--- config.mk ---
export PLATFORM = sky130hd
export DESIGN_NAME = pmcs_top
export DESIGN_NICKNAME = d
export VERILOG_FILES = /design/src/pmcs_pkg.sv /design/src/pmcs_top.sv
export SDC_FILE = /design/constraint.sdc
export NUM_CORES = 1
export LEC_CHECK = 0
export BUFFER_PORTS_ARGS = -buffer_cell sky130_fd_sc_hd__clkbuf_2
export CAP_MARGIN = 5
export CORE_MARGIN = 2
export CORE_UTILIZATION = 40
export CTS_CLUSTER_SIZE = 20
export DETAILED_ROUTE_END_ITERATION = 10
export MAX_ROUTING_LAYER = met4
export PLACE_DENSITY = 0.56
export SYNTH_ARGS = -nofsm -noshare
export SYNTH_HDL_FRONTEND = slang
export SYNTH_SLANG_ARGS = --single-unit
--- constraint.sdc ---
create_clock -name pclk -period 2.9 [get_ports pclk]
set_input_delay 0.145 -clock pclk [delete_from_list [all_inputs] [get_ports pclk]]
set_output_delay 0.145 -clock pclk [all_outputs]
set_load 0.01 [all_outputs]
--- src/pmcs_pkg.sv ---
// Constants for the power-mode and device-clock selector.
// Assumes a 100 MHz pclk and an APB register port with 32-bit data.
package pmcs_pkg;
  // Register byte addresses
  localparam logic [7:0] OSC_CTRL_ADDR    = 8'h00;
  localparam logic [7:0] TIMER1_CTRL_ADDR = 8'h04;
  localparam logic [7:0] CONFIG_ADDR      = 8'h08;
  localparam logic [7:0] STATUS_ADDR      = 8'h0C;
  // Control register fields
  localparam int IDLE_EN_POS   = 7;
  localparam int FREQ_LSB      = 4;
  localparam int PRI_RDY_POS   = 3;
  localparam int INT_STB_POS   = 2;
  localparam int SEC_OSC_EN_POS = 3;
  localparam int SECONDARY_RUN_MODE_POS   = 6;
  localparam int POWER_UP_DELAY_TIMER_EN_N_POS = 4;
  localparam int WDT_EN_POS    = 5;
  // Reset values
  localparam logic [2:0] FREQ_RESET      = 3'h4;
  localparam logic [1:0] SEL_RESET       = 2'h0;
  localparam logic [3:0] CFG_OSC_RESET   = 4'h2;
  localparam logic       POWER_UP_DELAY_TIMER_EN_N_RESET = 1'b1;
  localparam logic       WDT_EN_RESET    = 1'b0;
  // Source codes
  localparam logic [1:0] SRC_PRI = 2'h0;
  localparam logic [1:0] SRC_SEC = 2'h1;
  localparam logic [1:0] SRC_INT = 2'h2;
  localparam logic [2:0] FREQ_SLOW  = 3'h0;
  // Primary oscillator configuration codes
  localparam logic [3:0] OSC_LP     = 4'h0;
  localparam logic [3:0] OSC_XT     = 4'h1;
  localparam logic [3:0] OSC_HS     = 4'h2;
  localparam logic [3:0] OSC_HIGH_SPEED_PLL_MODE  = 4'h6;
  localparam logic [3:0] OSC_EC     = 4'h4;
  localparam logic [3:0] OSC_EXTERNAL_CLOCK_IO_MODE   = 4'h5;
  localparam logic [3:0] OSC_RC     = 4'h3;
  localparam logic [3:0] OSC_RESISTOR_CAPACITOR_IO_MODE   = 4'h7;
  localparam logic [3:0] OSC_INTERNAL_ALL_IO_MODE = 4'h8;
  localparam logic [3:0] OSC_INTERNAL_CLOCKOUT_MODE = 4'h9;
  // Timing
  localparam int CLK_MHZ      = 100;
  localparam int PLL_LOCK_US  = 2000;
  localparam int PLL_CYC      = PLL_LOCK_US * CLK_MHZ;
  localparam int POWER_UP_DELAY_TIMER_US      = 65;
  localparam int POWER_UP_DELAY_TIMER_CYC     = POWER_UP_DELAY_TIMER_US * CLK_MHZ;
  localparam int CPU_READY_US = 2;
  localparam logic [7:0] CPU_READY_CYC = 8'(CPU_READY_US * CLK_MHZ);
  localparam logic [10:0] OST_CYCLES   = 11'h400;
  localparam logic [2:0] SW_OLD_TICKS  = 3'h2;
  localparam logic [2:0] SW_NEW_TICKS  = 3'h3;
  typedef enum logic [1:0] {PM_RUN, PM_IDLE, PM_SLEEP} pmcs_pm_t;
  typedef enum logic [1:0] {SW_IDLE, SW_OLD, SW_NEW} pmcs_sw_t;
endpackage

--- src/pmcs_top.sv ---
// Power-mode and device-clock source selector with APB registers.
// Assumes oscillator waves arrive asynchronously and are much slower than pclk.
//
// The register offsets and the APB register port were chosen for this implementation.
`timescale 1ns/1ps
`default_nettype none
// Functional notes
// [RL1] Primary oscillator runs in primary idle; disabled in other managed modes.
// [RL2] Secondary modes clock the device from the secondary oscillator.
// [RL3] Internal modes clock the device from the internal oscillator block.
// [RL4] Slow internal oscillator usable as clock, enableable for watchdog anytime.
// [RL5] Fast internal oscillator clocks directly or through a postscaler.
// [RL6] Fast internal output off while slow internal clocks device directly.
// [RL7] Sleep stops every device clock; the secondary and the watchdog's slow oscillator keep running.
// [RL8] Slow internal oscillator keeps running while watchdog operates.
// [RL9] Fixed power-up delay active only when its enable bit is zero.
// [RL10] Crystal modes hold reset until 1024 oscillator cycles counted.
// [RL11] PLL mode holds reset an extra 2 ms after start-up count.
// [RL12] Processor-ready delay runs concurrently after power-on.
// [RL13] Clock-out pin held low in sleep for RC, internal-clockout, external modes.
// [RL14] I/O modes give clock-out pin to port bit 6, internal-all-io adds bit 7.
// [RL15] Control register top bit picks idle, two low bits pick source.
// [RL16] Select 00 primary, 01 secondary, 1x internal block.
// [RL17] Select change switches at once to running source after transition delay.
// [RL18] Sleep instruction enters sleep if idle bit zero, else idle mode.
// [RL19] Glitch-free switch pauses two old plus three new source cycles.
// [RL20] Primary-ready and secondary-running flags show the driving source.
// [RL21] Internal-stable flag set when fast internal output is stable and used.
// [RL22] At most one source flag normally set; none means slow or unstable.
// [RL23] Internal primary may show both flags; internal mode clears primary-ready.
// [RL24] Every reset clears source select bits.
// [RL25] Secondary select ignored unless secondary oscillator enable set.
// [RL26] Frequency select 111 undivided, lower halves, 000 slow, reset 1 MHz.
// [RL27] Source flags read-only, updated on switch completion or stability.
module pmcs_top #(
  parameter int POWER_UP_DELAY_TIMER_CYC = pmcs_pkg::POWER_UP_DELAY_TIMER_CYC,
  parameter int PLL_CYC  = pmcs_pkg::PLL_CYC
) (
  input  wire logic        pclk,
  input  wire logic        presetn,
  input  wire logic        psel,
  input  wire logic        penable,
  input  wire logic        pwrite,
  input  wire logic [7:0]  paddr,
  input  wire logic [31:0] pwdata,
  output logic      [31:0] prdata,
  output logic             pready,
  output logic             pslverr,
  input  wire logic        sleep_exec,
  input  wire logic        wake_event,
  input  wire logic        prim_osc_wave,
  input  wire logic        sec_osc_wave,
  input  wire logic        fast_int_wave,
  input  wire logic        slow_int_wave,
  input  wire logic        fast_int_ready,
  input  wire logic        port6_out,
  input  wire logic        port6_oe,
  input  wire logic        port7_out,
  input  wire logic        port7_oe,
  output logic             cpu_clk_en,
  output logic             periph_clk_en,
  output logic             device_reset_hold,
  output logic             prim_osc_en,
  output logic             sec_osc_en,
  output logic             fast_int_en,
  output logic             slow_int_en,
  output logic             osc_pin_in_o,
  output logic             osc_pin_in_oe,
  output logic             osc_pin_out_o,
  output logic             osc_pin_out_oe
);
  // Registers
  logic                 idle_enable_bit;
  logic [2:0]           internal_freq_select;
  logic [1:0]           source_select_bits;
  logic                 secondary_osc_enable;
  logic [3:0]           primary_osc_config;
  logic                 power_up_delay_enable_n;
  logic                 watchdog_enable;
  logic                 primary_ready_flag;
  logic                 internal_stable_flag;
  logic                 secondary_running_flag;
  // State
  pmcs_pkg::pmcs_pm_t   pm;
  pmcs_pkg::pmcs_sw_t   sw;
  logic [1:0]           cur_src;
  logic [1:0]           new_src;
  logic [2:0]           sw_cnt;
  logic [4:0]           sync_a;
  logic [4:0]           sync_b;
  logic [3:0]           wave_d;
  logic [6:0]           div_cnt;
  logic [10:0]          ost_cnt;
  logic [17:0]          pll_cnt;
  logic [12:0]          power_up_delay_timer_cnt;
  logic [7:0]           cpu_cnt;
  logic                 por_done;
  logic [1:0]           clk4_cnt;

  // Oscillator waves are asynchronous; edges are found after two stages
  always_ff @(posedge pclk or negedge presetn) begin
    if (!presetn) begin
      sync_a <= 5'h00;
      sync_b <= 5'h00;
      wave_d <= 4'h0;
    end else begin
      sync_a <= {fast_int_ready, slow_int_wave, fast_int_wave, sec_osc_wave, prim_osc_wave};
      sync_b <= sync_a;
      wave_d <= sync_b[3:0];
    end
  end

  wire [3:0] tick       = sync_b[3:0] & ~wave_d;
  wire       prim_tick  = tick[0];
  wire       sec_tick   = tick[1];
  wire       fast_tick  = tick[2];
  wire       slow_tick  = tick[3];
  wire       fast_ready = sync_b[4];

  // Postscaler: mask halves frequency for each step below 111
  wire [6:0] div_mask   = 7'h7F >> internal_freq_select;
  wire       slow_sel   = internal_freq_select == pmcs_pkg::FREQ_SLOW;
  wire       int_tick   = slow_sel ? slow_tick : (fast_tick && (div_cnt & div_mask) == 7'h00); // RL4 RL5 RL26

  wire crystal    = primary_osc_config == pmcs_pkg::OSC_LP || primary_osc_config == pmcs_pkg::OSC_XT ||
                    primary_osc_config == pmcs_pkg::OSC_HS || primary_osc_config == pmcs_pkg::OSC_HIGH_SPEED_PLL_MODE;
  wire int_primary = primary_osc_config == pmcs_pkg::OSC_INTERNAL_CLOCKOUT_MODE || primary_osc_config == pmcs_pkg::OSC_INTERNAL_ALL_IO_MODE;
  wire ost_done   = !crystal || ost_cnt == pmcs_pkg::OST_CYCLES; // RL10
  wire pll_done   = primary_osc_config != pmcs_pkg::OSC_HIGH_SPEED_PLL_MODE || pll_cnt == 18'(PLL_CYC); // RL11
  wire power_up_delay_timer_done  = power_up_delay_enable_n || power_up_delay_timer_cnt == 13'(POWER_UP_DELAY_TIMER_CYC); // RL9
  wire cpu_done   = cpu_cnt == pmcs_pkg::CPU_READY_CYC; // RL12
  wire pri_ready  = ost_done && pll_done;
  wire pri_tick   = int_primary ? int_tick : prim_tick;

  // Source decode
  wire [1:0] req_src  = source_select_bits[1] ? pmcs_pkg::SRC_INT :
                        (source_select_bits[0] ? pmcs_pkg::SRC_SEC : pmcs_pkg::SRC_PRI); // RL16
  wire sw_busy  = sw != pmcs_pkg::SW_IDLE;
  wire asleep   = pm == pmcs_pkg::PM_SLEEP;
  wire sw_start = !sw_busy && req_src != cur_src && !asleep && por_done; // RL17
  wire cur_tick = cur_src == pmcs_pkg::SRC_PRI ? pri_tick :
                  (cur_src == pmcs_pkg::SRC_SEC ? sec_tick : int_tick); // RL2 RL3
  wire new_tick = new_src == pmcs_pkg::SRC_PRI ? (pri_tick && pri_ready) :
                  (new_src == pmcs_pkg::SRC_SEC ? sec_tick : int_tick);
  wire cur_ok   = cur_src != pmcs_pkg::SRC_PRI || pri_ready;
  wire dev_tick = !asleep && !sw_busy && por_done && cur_ok && cur_tick; // RL7 RL19

  // Oscillator enables
  wire uses_pri = cur_src == pmcs_pkg::SRC_PRI || (sw_busy && new_src == pmcs_pkg::SRC_PRI);
  wire uses_int = cur_src == pmcs_pkg::SRC_INT || (sw_busy && new_src == pmcs_pkg::SRC_INT) ||
                  (int_primary && uses_pri);
  assign prim_osc_en   = !asleep && uses_pri && !int_primary; // RL1 RL7
  assign sec_osc_en    = secondary_osc_enable;
  assign fast_int_en   = !asleep && uses_int && !slow_sel; // RL5 RL6
  assign slow_int_en   = watchdog_enable || (!asleep && uses_int && slow_sel); // RL4 RL8
  assign cpu_clk_en    = dev_tick && pm == pmcs_pkg::PM_RUN; // RL18
  assign periph_clk_en = dev_tick;
  assign device_reset_hold = !por_done;

  // Pins in the chosen primary mode
  wire clkout_mode = primary_osc_config == pmcs_pkg::OSC_RC || primary_osc_config == pmcs_pkg::OSC_INTERNAL_CLOCKOUT_MODE ||
                     primary_osc_config == pmcs_pkg::OSC_EC;
  wire io6_mode    = primary_osc_config == pmcs_pkg::OSC_RESISTOR_CAPACITOR_IO_MODE || primary_osc_config == pmcs_pkg::OSC_EXTERNAL_CLOCK_IO_MODE ||
                     primary_osc_config == pmcs_pkg::OSC_INTERNAL_ALL_IO_MODE;
  assign osc_pin_out_o  = io6_mode ? port6_out : (clkout_mode && !asleep && clk4_cnt[1]); // RL13 RL14
  assign osc_pin_out_oe = io6_mode ? port6_oe : clkout_mode;
  assign osc_pin_in_o   = primary_osc_config == pmcs_pkg::OSC_INTERNAL_ALL_IO_MODE && port7_out; // RL14
  assign osc_pin_in_oe  = primary_osc_config == pmcs_pkg::OSC_INTERNAL_ALL_IO_MODE && port7_oe;

  // APB decode; slave always ready, answers in the access cycle
  wire setup    = psel && !penable;
  wire wr       = psel && penable && pwrite;
  wire hit_ctrl = paddr == pmcs_pkg::OSC_CTRL_ADDR;
  wire hit_t1   = paddr == pmcs_pkg::TIMER1_CTRL_ADDR;
  wire hit_cfg  = paddr == pmcs_pkg::CONFIG_ADDR;
  wire hit_stat = paddr == pmcs_pkg::STATUS_ADDR;
  wire mapped   = hit_ctrl || hit_t1 || hit_cfg || hit_stat;
  wire [1:0] wsel = pwdata[1:0];
  // Secondary request dropped while its oscillator is off
  wire [1:0] next_sel = (wsel == pmcs_pkg::SRC_SEC && !secondary_osc_enable) ? source_select_bits : wsel; // RL25
  wire [31:0] rd_data =
    hit_ctrl ? {24'h000000, idle_enable_bit, internal_freq_select, primary_ready_flag,
                internal_stable_flag, source_select_bits} :
    hit_t1   ? {25'h0000000, secondary_running_flag, 2'h0, secondary_osc_enable, 3'h0} :
    hit_cfg  ? {26'h0000000, watchdog_enable, power_up_delay_enable_n, primary_osc_config} :
    hit_stat ? {24'h000000, sw_busy, por_done, 2'h0, 2'(pm), cur_src} : 32'h00000000;
  assign pready  = 1'b1;
  assign pslverr = psel && penable && !mapped;

  always_ff @(posedge pclk or negedge presetn) begin
    if (!presetn) begin
      prdata <= 32'h00000000;
    end else if (setup) begin
      prdata <= rd_data;
    end
  end

  // Writable fields; flags are not written by software
  always_ff @(posedge pclk or negedge presetn) begin
    if (!presetn) begin
      idle_enable_bit         <= 1'b0;
      internal_freq_select    <= pmcs_pkg::FREQ_RESET; // RL26
      source_select_bits      <= pmcs_pkg::SEL_RESET; // RL24
      secondary_osc_enable    <= 1'b0;
      primary_osc_config      <= pmcs_pkg::CFG_OSC_RESET;
      power_up_delay_enable_n <= pmcs_pkg::POWER_UP_DELAY_TIMER_EN_N_RESET;
      watchdog_enable         <= pmcs_pkg::WDT_EN_RESET;
    end else if (wr && hit_ctrl) begin
      idle_enable_bit      <= pwdata[pmcs_pkg::IDLE_EN_POS]; // RL15
      internal_freq_select <= pwdata[pmcs_pkg::FREQ_LSB +: 3];
      source_select_bits   <= next_sel; // RL15 RL25
    end else if (wr && hit_t1) begin
      secondary_osc_enable <= pwdata[pmcs_pkg::SEC_OSC_EN_POS];
    end else if (wr && hit_cfg) begin
      primary_osc_config      <= pwdata[3:0];
      power_up_delay_enable_n <= pwdata[pmcs_pkg::POWER_UP_DELAY_TIMER_EN_N_POS];
      watchdog_enable         <= pwdata[pmcs_pkg::WDT_EN_POS];
    end
  end

  // Power-on delays run side by side; the longest one releases reset
  always_ff @(posedge pclk or negedge presetn) begin
    if (!presetn) begin
      power_up_delay_timer_cnt <= 13'h0000;
      cpu_cnt  <= 8'h00;
      por_done <= 1'b0;
    end else begin
      if (!power_up_delay_timer_done) begin
        power_up_delay_timer_cnt <= power_up_delay_timer_cnt + 13'h0001; // RL9
      end
      if (!cpu_done) begin
        cpu_cnt <= cpu_cnt + 8'h01; // RL12
      end
      if (power_up_delay_timer_done && cpu_done && pri_ready) begin
        por_done <= 1'b1; // RL10 RL11 RL12
      end
    end
  end

  // Start-up count restarts whenever the primary is stopped
  always_ff @(posedge pclk or negedge presetn) begin
    if (!presetn) begin
      ost_cnt <= 11'h000;
      pll_cnt <= 18'h00000;
    end else begin
      if (!prim_osc_en) begin
        ost_cnt <= 11'h000;
      end else if (!ost_done && prim_tick) begin
        ost_cnt <= ost_cnt + 11'h001; // RL10
      end
      if (!prim_osc_en || !ost_done) begin
        pll_cnt <= 18'h00000;
      end else if (!pll_done) begin
        pll_cnt <= pll_cnt + 18'h00001; // RL11
      end
    end
  end

  always_ff @(posedge pclk or negedge presetn) begin
    if (!presetn) begin
      div_cnt  <= 7'h00;
      clk4_cnt <= 2'h0;
    end else begin
      if (fast_tick) begin
        div_cnt <= div_cnt + 7'h01; // RL5
      end
      if (dev_tick) begin
        clk4_cnt <= clk4_cnt + 2'h1;
      end
    end
  end

  // Power mode; idle bit is sampled at the sleep instruction
  always_ff @(posedge pclk or negedge presetn) begin
    if (!presetn) begin
      pm <= pmcs_pkg::PM_RUN;
    end else begin
      case (pm)
        pmcs_pkg::PM_RUN: begin
          if (sleep_exec) begin
            pm <= idle_enable_bit ? pmcs_pkg::PM_IDLE : pmcs_pkg::PM_SLEEP; // RL18
          end
        end
        pmcs_pkg::PM_IDLE, pmcs_pkg::PM_SLEEP: begin
          if (wake_event) begin
            pm <= pmcs_pkg::PM_RUN;
          end
        end
        default: pm <= pmcs_pkg::PM_RUN;
      endcase
    end
  end

  // Switch: drain old source, then fill from the new one; clock held meanwhile
  always_ff @(posedge pclk or negedge presetn) begin
    if (!presetn) begin
      sw      <= pmcs_pkg::SW_IDLE;
      cur_src <= pmcs_pkg::SRC_PRI;
      new_src <= pmcs_pkg::SRC_PRI;
      sw_cnt  <= 3'h0;
    end else begin
      case (sw)
        pmcs_pkg::SW_IDLE: begin
          if (sw_start) begin
            sw      <= pmcs_pkg::SW_OLD; // RL17
            new_src <= req_src;
            sw_cnt  <= 3'h0;
          end
        end
        pmcs_pkg::SW_OLD: begin
          if (cur_tick || !cur_ok) begin
            sw_cnt <= sw_cnt + 3'h1;
          end
          if (sw_cnt == pmcs_pkg::SW_OLD_TICKS) begin
            sw     <= pmcs_pkg::SW_NEW; // RL19
            sw_cnt <= 3'h0;
          end
        end
        pmcs_pkg::SW_NEW: begin
          if (new_tick) begin
            sw_cnt <= sw_cnt + 3'h1;
          end
          if (sw_cnt == pmcs_pkg::SW_NEW_TICKS) begin
            sw      <= pmcs_pkg::SW_IDLE; // RL19
            cur_src <= new_src;
          end
        end
        default: sw <= pmcs_pkg::SW_IDLE;
      endcase
    end
  end

  // Flags follow the settled source; sleep clears them all
  always_ff @(posedge pclk or negedge presetn) begin
    if (!presetn) begin
      primary_ready_flag     <= 1'b0;
      internal_stable_flag   <= 1'b0;
      secondary_running_flag <= 1'b0;
    end else begin
      primary_ready_flag     <= !asleep && !sw_busy && cur_src == pmcs_pkg::SRC_PRI && pri_ready; // RL20 RL23 RL27
      secondary_running_flag <= !asleep && !sw_busy && cur_src == pmcs_pkg::SRC_SEC; // RL20 RL22 RL27
      internal_stable_flag   <= !asleep && !sw_busy && fast_int_en && fast_ready &&
                                (cur_src == pmcs_pkg::SRC_INT || int_primary); // RL21 RL22 RL23
    end
  end
endmodule
`default_nettype wire

Word-level counts from Yosys, hierarchy flattened
Cells that the tools add are included.
W data, S select, Z words.
{"block": "totals", "inputBits": 56, "regBits": 133}
{"block": "classes", "muxes": 31, "bitwise": 6, "add_sub_neg": 7, "n_shift": 1, "eq_ne": 38, "n_reduce_logical": 94}
{"operator": "$logic_and A1 B1 Y1", "n": 40}
{"operator": "$mux W18", "n": 2}
{"operator": "$mux W8", "n": 4}
{"operator": "$logic_or A1 B1 Y1", "n": 22}
{"operator": "$mux W11", "n": 2}
{"operator": "$add A18 B1 Y18 const B", "n": 1}
{"operator": "$eq A18 B18 Y1 const B", "n": 1}
{"operator": "$eq A4 B3 Y1 const B", "n": 4}
{"operator": "$eq A8 B4 Y1 const B", "n": 2}
{"operator": "$mux W2", "n": 7}
{"operator": "$add A13 B1 Y13 const B", "n": 1}
{"operator": "$eq A13 B13 Y1 const B", "n": 1}
{"operator": "$logic_not A1 Y1", "n": 12}
{"operator": "$mux W3", "n": 4}
{"operator": "$ne A2 B2 Y1 const B", "n": 6}
{"operator": "$add A11 B1 Y11 const B", "n": 1}
{"operator": "$eq A11 B11 Y1 const B", "n": 1}
{"operator": "$eq A2 B1 Y1 const B", "n": 5}
{"operator": "$reduce_and A2 Y1", "n": 5}
{"operator": "$mux W1", "n": 9}
{"operator": "$pmux W3 S3", "n": 1}
{"operator": "$add A8 B1 Y8 const B", "n": 1}
{"operator": "$eq A2 B2 Y1 const B", "n": 4}
{"operator": "$eq A4 B2 Y1 const B", "n": 2}
{"operator": "other kinds (29)", "n": 39}

Depth between registers and ports, before layout
Gate-level depths: netlist (run 1).
{"block": "depth", "depth_word": 13, "mapped_depth": 9, "ltp_nobuf": 9}

Worst setup path before layout (run 1)
OpenSTA, ideal clock, no wires.
{"block": "synth_path", "path_type": "reg-to-reg", "startpoint": "register primary_osc_config[1]", "endpoint": "register pll_cnt[14]", "period_less_slack_ps": 2183, "t_arrival_ps": 2104, "setup_time_ps": 79, "slack_ps": 717, "stages_incl_launch_ff": 9, "path_buffers": 2, "cell_sequence": "dfstp_2 buf_2 nor2b_1 a211o_1 or2_0 buf_2 a311o_1 or3_1 a21oi_1"}
{"block": "synth_via", "elab_chain_len": 9, "elab_cells_between_ends": 21}
{"item": "start, declared", "line": "pmcs_top.sv:77", "text": "logic [3:0] primary_osc_config;"}
{"item": "start signal, assigned", "line": "pmcs_top.sv:205", "text": "primary_osc_config <= pmcs_pkg::CFG_OSC_RESET;"}
{"item": "start signal, assigned", "line": "pmcs_top.sv:215", "text": "primary_osc_config <= pwdata[3:0];"}
{"item": "$eq A4 B1 Y1 or $logic_not A4 Y1 (tied branches)", "line": "pmcs_top.sv:125", "text": "wire crystal = primary_osc_config == pmcs_pkg::OSC_LP || primary_osc_config == pmcs_pkg::OSC_XT ||"}
{"item": "$logic_or A1 B1 Y1 (2 in series)", "line": "pmcs_top.sv:125"}
{"item": "$logic_or A1 B1 Y1", "line": "pmcs_top.sv:126", "text": "primary_osc_config == pmcs_pkg::OSC_HS || primary_osc_config == pmcs_pkg::OSC_HIGH_SPEED_PLL_MODE;"}
{"item": "$logic_not A1 Y1", "line": "pmcs_top.sv:128", "text": "wire ost_done = !crystal || ost_cnt == pmcs_pkg::OST_CYCLES;"}
{"item": "$logic_or A1 B1 Y1", "line": "pmcs_top.sv:128"}
{"item": "$logic_not A1 Y1", "line": "pmcs_top.sv:251", "text": "if (!prim_osc_en || !ost_done) begin"}
{"item": "$logic_or A1 B1 Y1", "line": "pmcs_top.sv:251"}
{"item": "$ne A2 B1 Y1 (no source line) or $mux W18 (tied branches)"}
{"item": "end signal, assigned", "line": "pmcs_top.sv:254", "text": "pll_cnt <= pll_cnt + 18'h00001;"}
{"item": "end, declared", "line": "pmcs_top.sv:94", "text": "logic [17:0] pll_cnt;"}
Several ways; a longest one is shown, not always the timed one.
A chain may end at the register's enable or synchronous reset.

Final worst setup path (run 1)
{"block": "layout_path", "startpoint": "register pll_cnt[12]", "endpoint": "output cpu_clk_en"}
{"block": "layout_via", "elab_chain_len": 7}
{"item": "$eq A18 B18 Y1", "line": "pmcs_top.sv:129", "text": "wire pll_done = primary_osc_config != pmcs_pkg::OSC_HIGH_SPEED_PLL_MODE || pll_cnt == 18'(PLL_CYC);"}
{"item": "$logic_or A1 B1 Y1", "line": "pmcs_top.sv:129"}
{"item": "$logic_and A1 B1 Y1", "line": "pmcs_top.sv:132", "text": "wire pri_ready = ost_done && pll_done;"}
{"item": "$logic_or A1 B1 Y1", "line": "pmcs_top.sv:145", "text": "wire cur_ok = cur_src != pmcs_pkg::SRC_PRI || pri_ready;"}
{"item": "$logic_and A1 B1 Y1 (2 in series)", "line": "pmcs_top.sv:146", "text": "wire dev_tick = !asleep && !sw_busy && por_done && cur_ok && cur_tick;"}
{"item": "$logic_and A1 B1 Y1", "line": "pmcs_top.sv:156", "text": "assign cpu_clk_en = dev_tick && pm == pmcs_pkg::PM_RUN;"}
{"item": "end, declared", "line": "pmcs_top.sv:60", "text": "output logic cpu_clk_en,"}
Every way passes these cells.

==> tab_implementation.tex, run 1 <==
\begin{tabular}{lr}
\hline
Metric & Value \\
\hline
\multicolumn{2}{l}{\textbf{Drt}} \\
Detailed Route Iter0 Violations & 176 \\
First-pass DRT Iterations & 4 \\
Post-DR vias/cell & roughly 5.1 \\
Detailed-route via count & 4073 \\
Routed wire length & 11440 um \\
Number of remaining DRC errors & 0 \\
Mean routed wirelength per cell & 14.22 um \\
Number of antenna-violating nets in the routed design & 0 \\
\multicolumn{2}{l}{\textbf{Floorplanning}} \\
Area of the placeable core & 13830 um2 \\
Overall die width & 122.9 um \\
Count of standard-cell rows & 43 \\
\# IOs & 101 \\
Die boundary height & 122.9 um \\
Die area & 15100 um2 \\
Initial cell density of the core & 40.89\% \\
\multicolumn{2}{l}{\textbf{GRT}} \\
Largest net degree at the start of global routing & 56 \\
GRT Overall Usage & between 10\% and 20\% \\
Vias in the first global route & between 3000 and 4000 \\
Number of antenna violations at the first check in global routing & 0 \\
Total global routing overflow & 0 \\
Global-route wire length before repair & 19040 um \\
\multicolumn{2}{l}{\textbf{Yosys}} \\
Synthesized area & 5654 um2 \\
Syn Inst Count & between 500 and 600 \\
Synth cell types & 67 \\
Fraction of registers with async set or reset after synthesis & 100.0\% \\
Largest family of logic cells by synthesized area & simple AND/OR/NAND/NOR gates \\
Most used DFF post-synth & dfrtp\_1 \\
Post-Synth Simple-Gate Area & between 10\% and 20\% \\
Xor and xnor area share after synthesis & 7.280\% \\
Number of synthesized flops with an enable pin & 0 \\
Share of synthesized cell area in full adder, half adder and majority cells & 4.204\% \\
Flops \& latches, synth & 108 \\
Yosys warning total & 0 \\
Share of the synthesized area in compound gates (AO/OA/AOI/OAI) & between 10\% and 20\% \\
Share of cell area taken by muxes after synthesis & under 10\% \\
Per-instance average area after synthesis & just over 10 um2 \\
Sequential fraction of the synthesis area & a little under half \\
\multicolumn{2}{l}{\textbf{Critical path}} \\
Signal arrival time at the worst endpoint & 2.56 ns \\
Worst Setup Path Type & flop to output port \\
Flop-to-flop setup slack & 0.24 ns \\
Top cell family by delay on the critical path & simple AND/OR/NAND/NOR gates \\
Highest-delay cell along the critical path & dfrtp\_1 \\
Critical path cell sequence & nor4b\_1, nand4\_1, o31ai\_4, a21boi\_2, a2111oi\_4, buf\_4, and2\_1, clkbuf\_2 \\
Nature of the critical path endpoint & output port \\
CP Launch Type & flop \\
Endpoint of the worst register-to-register path & sw\_cnt[0] \\
Critical path's largest stage delay & between 0.4 and 0.5 ns \\
Depth of the worst register-to-register path & 9 \\
Crit Path Max Fanout & 6 \\
Reg2Reg Launch Point & sw[0] \\
Critical path data required time & between 2 and 3 ns \\
Number of buffers and inverters on the critical path & 2 \\
\multicolumn{2}{l}{\textbf{Clock network}} \\
Worst-skew pair later-pin latency & 0.36 ns \\
TritonCTS Buffers & 9 \\
H-Tree Depth & 3 \\
Buffer levels on the longest clock path & 2 \\
Clock transition at path regs & 0.07 ns \\
Clock tree from TritonCTS & built \\
CTS Root Cell & clkbuf\_16 \\
Number of sinks on the clock net & 108 \\
\multicolumn{2}{l}{\textbf{Placed design}} \\
Total placed instance area & 6015 um2 \\
Final weighted congestion in routability-driven placement & 0.8055 \\
DPL Wire Length & between 8000 and 9000 um \\
Buffers added on ports & 51 \\
\multicolumn{2}{l}{\textbf{Worst hold path}} \\
Number of instances on the worst hold path & 3 \\
Path class of the lowest-slack min-delay path & input port to flop \\
Min-delay src & pwdata[7] \\
Worst hold path endpoint & idle\_enable\_bit \\
\multicolumn{2}{l}{\textbf{Timing}} \\
Setup TNS & 0 ns \\
Setup repair after global routing missed its margin & false \\
Final count of negative-setup-slack endpoints & 0 \\
Slew Limit Headroom & 50.52\% \\
Min Tclk post-route & 2.707 ns \\
Worst clock skew & about 0.011 ns \\
Max frequency & 369.3 MHz \\
Pin slew with the least headroom to its limit & 0.7415 ns \\
Ratio of final minimum period to clock period & 93.36\% \\
Count of pins over their slew limit & 0 \\
Final Hold Viols & 0 \\
\multicolumn{2}{l}{\textbf{Power}} \\
Pwr per Cell Area & 563.2 nW/um2 \\
Leakage & 0.002888 uW \\
Worst voltage drop across the vdd grid & between 0.2 and 0.3 mV \\
\multicolumn{2}{l}{\textbf{Status}} \\
Result of the run & finished clean \\
\multicolumn{2}{l}{\textbf{Final layout}} \\
Most frequent standard cell in the layout excluding fill and tap cells & dfrtp\_1 \\
Final net count & 695 \\
Final design instance area without fill & about 6400 um2 \\
Fraction of layout cells with a size suffix above 1 & 17.12\% \\
Area grow syn2layout & 13.30\% \\
Antenna fix cells & 0 \\
Most frequent cells in the layout & dfrtp\_1, nor2\_1, clkbuf\_2 \\
\multicolumn{2}{l}{\textbf{Flow run}} \\
Maximum Capacitance Violations & 0 \\
\hline
\end{tabular}
==> routing by layer <==
layer	vias to the layer above	part of all wire, %	wire [um]	global-route usage [%]
met1	1952	49	5563	22.81
met3	12	5.3	607	3.598
met2	107	44	5077	24.79
li1	2002	-	-	-
met4	0	1.7	195	5.747
met5	-	0	0	-
==> cell families after synthesis <==
kind of cell               after synthesis
other                                    2
muxes                                   24
DFF                                    108
adders and majority gates               19
buffers and inverters                   72
and+or+nand+nor                        205
AOI/OAI and AO/OA                       85
xor gates and xnor gates                47
==> where the power goes <==
group,internal (uW),switching [uW]
combinational,210,246
sequential,1650,162
clock,768,570
==> final cells by class <==
| cell class | instances | area (um2) |
|---|---|---|
| flip-flops and latches | 108 | 2706 |
| inverters | 31 | 116.4 |
| repair buffers | 65 | 377.9 |
| clock buffers | 10 | 229.0 |
| well taps | 180 | 225.2 |
| multi-input cells | 405 | 2656 |
| fillers | 1314 | 7421 |
| clock inverters | 6 | 95.09 |
==> through the flow <==
stage	setup slack (ns)	util, %	instances	power, uW	hold slack [ns]
finish	0.1925	46.33	805	3608	0.02323
global route	0.04340	46.33	805	3823	0.02379
CTS	0.06235	46.28	804	3659	0.01038
detailed placement	0.3493	43.50	782	2294	0.2503
global placement	0.4475	43.50	782	2267	0.2411
floorplan	0.7170	-	585	2156	-0.1506
==> worst max path at each step <==
stage                            startpoint           to  slack (ns)  cells after the start
finish                          pll_cnt[12]   cpu_clk_en        0.19                      8
global route                    pll_cnt[12]   cpu_clk_en        0.04                      8
CTS                 internal_freq_select[0]   cpu_clk_en        0.06                      7
detailed placement                    sw[0]    sw_cnt[0]        0.35                      9
global placement                      sw[0]    sw_cnt[1]        0.45                      9
floorplan             primary_osc_config[1]  pll_cnt[14]        0.72                      8
==> flip-flops by register name, indices dropped and copies added (netlist names), 2 cells and up <==
register and flops:
pll_cnt 18, power_up_delay_timer_cnt 13, ost_cnt 11, cpu_cnt 8, prdata 8, div_cnt 6, sync_a 5, sync_b 5
primary_osc_config 4, wave_d 4, internal_freq_select 3, sw_cnt 3, clk4_cnt 2, cur_src 2, new_src 2, pm 2
source_select_bits 2, sw 2
==> repair_timing <==
item	4_1_cts	5_1_grt
gates resized for setup	0	1
buffers inserted	0	1
hold buffers	6	0
endpoints found under the setup margin	0	1
hold endpoints to repair	55	0
==> tightest hold or removal path: stages <==
cell	delay, ns
clkbuf_2	0.08
nand2_1	0.04
o21ai_0	0.07
==> cell usage after synthesis, types with 2 or more instances <==
master / instances / area [um2]
dfstp_2: 3 / 78.83
nor3b_2: 2 / 25.02
nor4_1: 4 / 25.02
nand4_1: 14 / 87.58
xnor2_1: 31 / 271.5
inv_1: 31 / 116.4
xor2_1: 16 / 140.1
nor3b_1: 2 / 15.01
and2b_1: 2 / 15.01
a31oi_1: 4 / 25.02
mux2_2: 16 / 180.2
ha_1: 19 / 237.7
nor3_1: 10 / 50.05
nand2_1: 48 / 180.2
buf_2: 4 / 20.02
conb_1: 2 / 7.510
a21o_1: 2 / 15.01
buf_4: 25 / 187.7
or2_2: 4 / 25.02
and4_1: 5 / 43.79
nor2_1: 52 / 195.2
and2_1: 3 / 18.77
nor2b_1: 8 / 50.05
o22a_1: 2 / 17.52
dfrtp_1: 105 / 2628
a22oi_1: 4 / 30.03
clkbuf_1: 9 / 33.78
and3_1: 9 / 56.30
or3_1: 8 / 50.05
nand3_1: 20 / 100.1
mux2i_1: 7 / 70.07
o21ai_0: 32 / 160.2
a21oi_1: 15 / 75.07
o31ai_1: 5 / 37.54
nand2b_1: 7 / 43.79
(Power assumes the default switching activity.)
==> run 2: changes to the inputs <==
--- a/config.mk
+++ b/config.mk
@@ -11,8 +11,10 @@
 export CORE_UTILIZATION = 40
 export CTS_CLUSTER_SIZE = 20
 export DETAILED_ROUTE_END_ITERATION = 10
+export GPL_TIMING_DRIVEN = 0
 export MAX_ROUTING_LAYER = met4
 export PLACE_DENSITY = 0.56
+export RECOVER_POWER = 100
 export SYNTH_ARGS = -nofsm -noshare
 export SYNTH_HDL_FRONTEND = slang
 export SYNTH_SLANG_ARGS = --single-unit
==> run 2 against run 1 <==
Clock-buffer cell count down 1. Global-route usage about the same. Largest cell class unchanged. Clock skew is 0.0027 ns lower.
==> tab_implementation.tex, run 2 (synthesis gave the netlist of run 1 again) <==
\begin{tabular}{lr}
\hline
Metric & Value \\
\hline
\multicolumn{2}{l}{\textbf{GRT}} \\
Total global routing overflow & 0 (unchanged) \\
Global-route wire length before repair & 19360 um (+1.7\%) \\
GRT Overall Usage & 16.70\% (-0.037 points) \\
Largest net degree at the start of global routing & 109 (+95\%) \\
Vias in the first global route & 4042 (+6.0\%) \\
Number of antenna violations at the first check in global routing & 0 (unchanged) \\
\multicolumn{2}{l}{\textbf{Critical path}} \\
Flop-to-flop setup slack & 0.22 ns (-0.02 ns) \\
Crit Path Max Fanout & 6 (unchanged) \\
CP Launch Type & flop \\
Reg2Reg Launch Point & sw[1] \\
Depth of the worst register-to-register path & 9 (unchanged) \\
Critical path data required time & 2.76 ns (about the same) \\
Worst Setup Path Type & flop to output port \\
Signal arrival time at the worst endpoint & 2.55 ns (about the same) \\
Nature of the critical path endpoint & output port \\
Endpoint of the worst register-to-register path & sw\_cnt[1] \\
\multicolumn{2}{l}{\textbf{Drt}} \\
Detailed Route Iter0 Violations & 252 (+43\%) \\
Mean routed wirelength per cell & 13.73 um (-3.4\%) \\
Post-DR vias/cell & 5.007 (-1.0\%) \\
First-pass DRT Iterations & 4 (unchanged) \\
Detailed-route via count & 4211 (+3.4\%) \\
Number of antenna-violating nets in the routed design & 0 (unchanged) \\
Routed wire length & 11550 um (+0.89\%) \\
Number of remaining DRC errors & 0 (unchanged) \\
\multicolumn{2}{l}{\textbf{Flow run}} \\
Maximum Capacitance Violations & 0 (unchanged) \\
\multicolumn{2}{l}{\textbf{Floorplanning}} \\
Die area & 15100 um2 (unchanged) \\
Initial cell density of the core & 40.89\% (unchanged) \\
Area of the placeable core & 13830 um2 (unchanged) \\
\# IOs & 101 (unchanged) \\
Count of standard-cell rows & 43 (unchanged) \\
Overall die width & 122.9 um (unchanged) \\
Die boundary height & 122.9 um (unchanged) \\
\multicolumn{2}{l}{\textbf{Placed design}} \\
DPL Wire Length & 8366 um (-0.57\%) \\
Total placed instance area & 6225 um2 (+3.5\%) \\
Final weighted congestion in routability-driven placement & 0.8332 (+3.4\%) \\
Pre-CTS worst setup slack & 0.2996 ns (-0.04971 ns) \\
Buffers added on ports & 50 (-2.0\%) \\
\multicolumn{2}{l}{\textbf{Timing}} \\
Count of pins over their slew limit & 0 (unchanged) \\
Pin slew with the least headroom to its limit & 1.431 ns (+0.6893 ns) \\
Setup repair after global routing missed its margin & false \\
Worst clock skew & 0.007881 ns (-0.002685 ns) \\
Ratio of final minimum period to clock period & 93.06\% (-0.30 points) \\
Max frequency & 370.5 MHz (+0.33\%) \\
Minimum setup slack in the final design & 0.2013 ns (+0.008798 ns) \\
Setup TNS & 0 ns (unchanged) \\
Final Hold Viols & 0 (unchanged) \\
Slew Limit Headroom & 4.616\% (-46 points) \\
Min Tclk post-route & 2.699 ns (-0.008798 ns) \\
Final count of negative-setup-slack endpoints & 0 (unchanged) \\
\multicolumn{2}{l}{\textbf{Power}} \\
Leakage & 0.002985 uW (+3.4\%) \\
Overall power after layout & 3478 uW (-3.6\%) \\
Pwr per Cell Area & 528.4 nW/um2 (-6.2\%) \\
Worst voltage drop across the vdd grid & 0.2852 mV (+5.6\%) \\
\multicolumn{2}{l}{\textbf{Final layout}} \\
Registers with the most flip-flops & pll\_cnt x18, power\_up\_delay\_timer\_cnt x13, ost\_cnt x11 \\
Final design instance area without fill & 6583 um2 (+2.8\%) \\
Max reg flops & 18 (unchanged) \\
Register with the most flip-flops & pll\_cnt \\
Fraction of layout cells with a size suffix above 1 & 18.31\% (+1.2 points) \\
Most frequent cells in the layout & dfrtp\_1, nor2\_1, nand2\_1 \\
Area grow syn2layout & 16.42\% \\
Final net count & 731 (+5.2\%) \\
Most frequent standard cell in the layout excluding fill and tap cells & dfrtp\_1 \\
Antenna fix cells & 0 (unchanged) \\
\multicolumn{2}{l}{\textbf{Clock network}} \\
CTS Root Cell & clkbuf\_16 \\
Worst-skew pair later-pin latency & 0.35 ns (about the same) \\
TritonCTS Buffers & 9 (unchanged) \\
Number of sinks on the clock net & 108 (unchanged) \\
Clock tree from TritonCTS & built \\
Buffer levels on the longest clock path & 2 (unchanged) \\
H-Tree Depth & 3 (unchanged) \\
Clock transition at path regs & 0.07 ns (about the same) \\
\multicolumn{2}{l}{\textbf{Worst hold path}} \\
Min-delay src & pwdata[0] \\
Worst hold path endpoint & primary\_osc\_config[0] \\
Path class of the lowest-slack min-delay path & input port to flop \\
Number of instances on the worst hold path & 3 (unchanged) \\
\multicolumn{2}{l}{\textbf{Status}} \\
Result of the run & finished clean \\
\hline
\end{tabular}
## run 2: power by group
group	switching, uW	leakage, uW	internal [uW]
Clock	590	0.000142	598
Combinational	250	0.00144	230
Sequential	159	0.00140	1650
## run 2: area by class of cell
| type | count | area, um2 |
|---|---|---|
| Sequential cell | 108 | 2706 |
| Tap cell | 180 | 225.2 |
| Multi-Input combinational cell | 405 | 2658 |
| Fill cell | 1356 | 7244 |
| Buffer | 41 | 261.5 |
| Clock inverter | 7 | 60.06 |
| Timing Repair Buffer | 60 | 330.3 |
| Clock buffer | 9 | 225.2 |
| Inverter | 31 | 116.4 |
## run 2: repair_timing
item,CTS,global route
gates resized for setup,0,1
hold endpoints to repair,111,0
endpoints found under the setup margin,0,2
hold buffers,7,0
buffers inserted,0,3
## run 2: layer usage
metal  global-route usage (%)  up-vias  wire (um)
met5                        -        -          0
met4                    7.830        0        197
met3                    2.629       15        524
met2                    25.03      101       5237
met1                    22.28     2016       5587
li1                         -     2079          -
## run 2: critical path, stage by stage, from the launching register on
cell and delay [ns]:
dfrtp_1 0.45, nor4b_1 0.32, nand4_1 0.25, o31ai_4 0.38
a21boi_2 0.14, a2111oi_4 0.37, and2_1 0.18, clkbuf_2 0.12
## run 2: worst max path at each step
| stage | start | end | slack [ns] | depth (start not counted) |
|---|---|---|---|---|
| global placement | presetn | pll_cnt[7] | 0.16 | 1 |
| detailed placement | sw[1] | sw_cnt[1] | 0.30 | 9 |
| floorplan | primary_osc_config[1] | pll_cnt[14] | 0.72 | 8 |
| CTS | pll_cnt[12] | cpu_clk_en | 0.06 | 7 |
| finish | pll_cnt[12] | cpu_clk_en | 0.20 | 7 |
| global route | pll_cnt[12] | cpu_clk_en | 0.002 | 7 |
## run 2: through the flow
| step | std cells | utilization, % | hold slack [ns] |
|---|---|---|---|
| final | 841 | 47.61 | 0.02012 |
| after CTS | 838 | 47.59 | 0.006801 |
| after floorplan | 585 | - | -0.1506 |
| after global routing | 841 | 47.61 | 0.04642 |
| after detailed placement | 815 | 45.02 | 0.2555 |
| after global placement | 815 | 44.96 | 0.2532 |
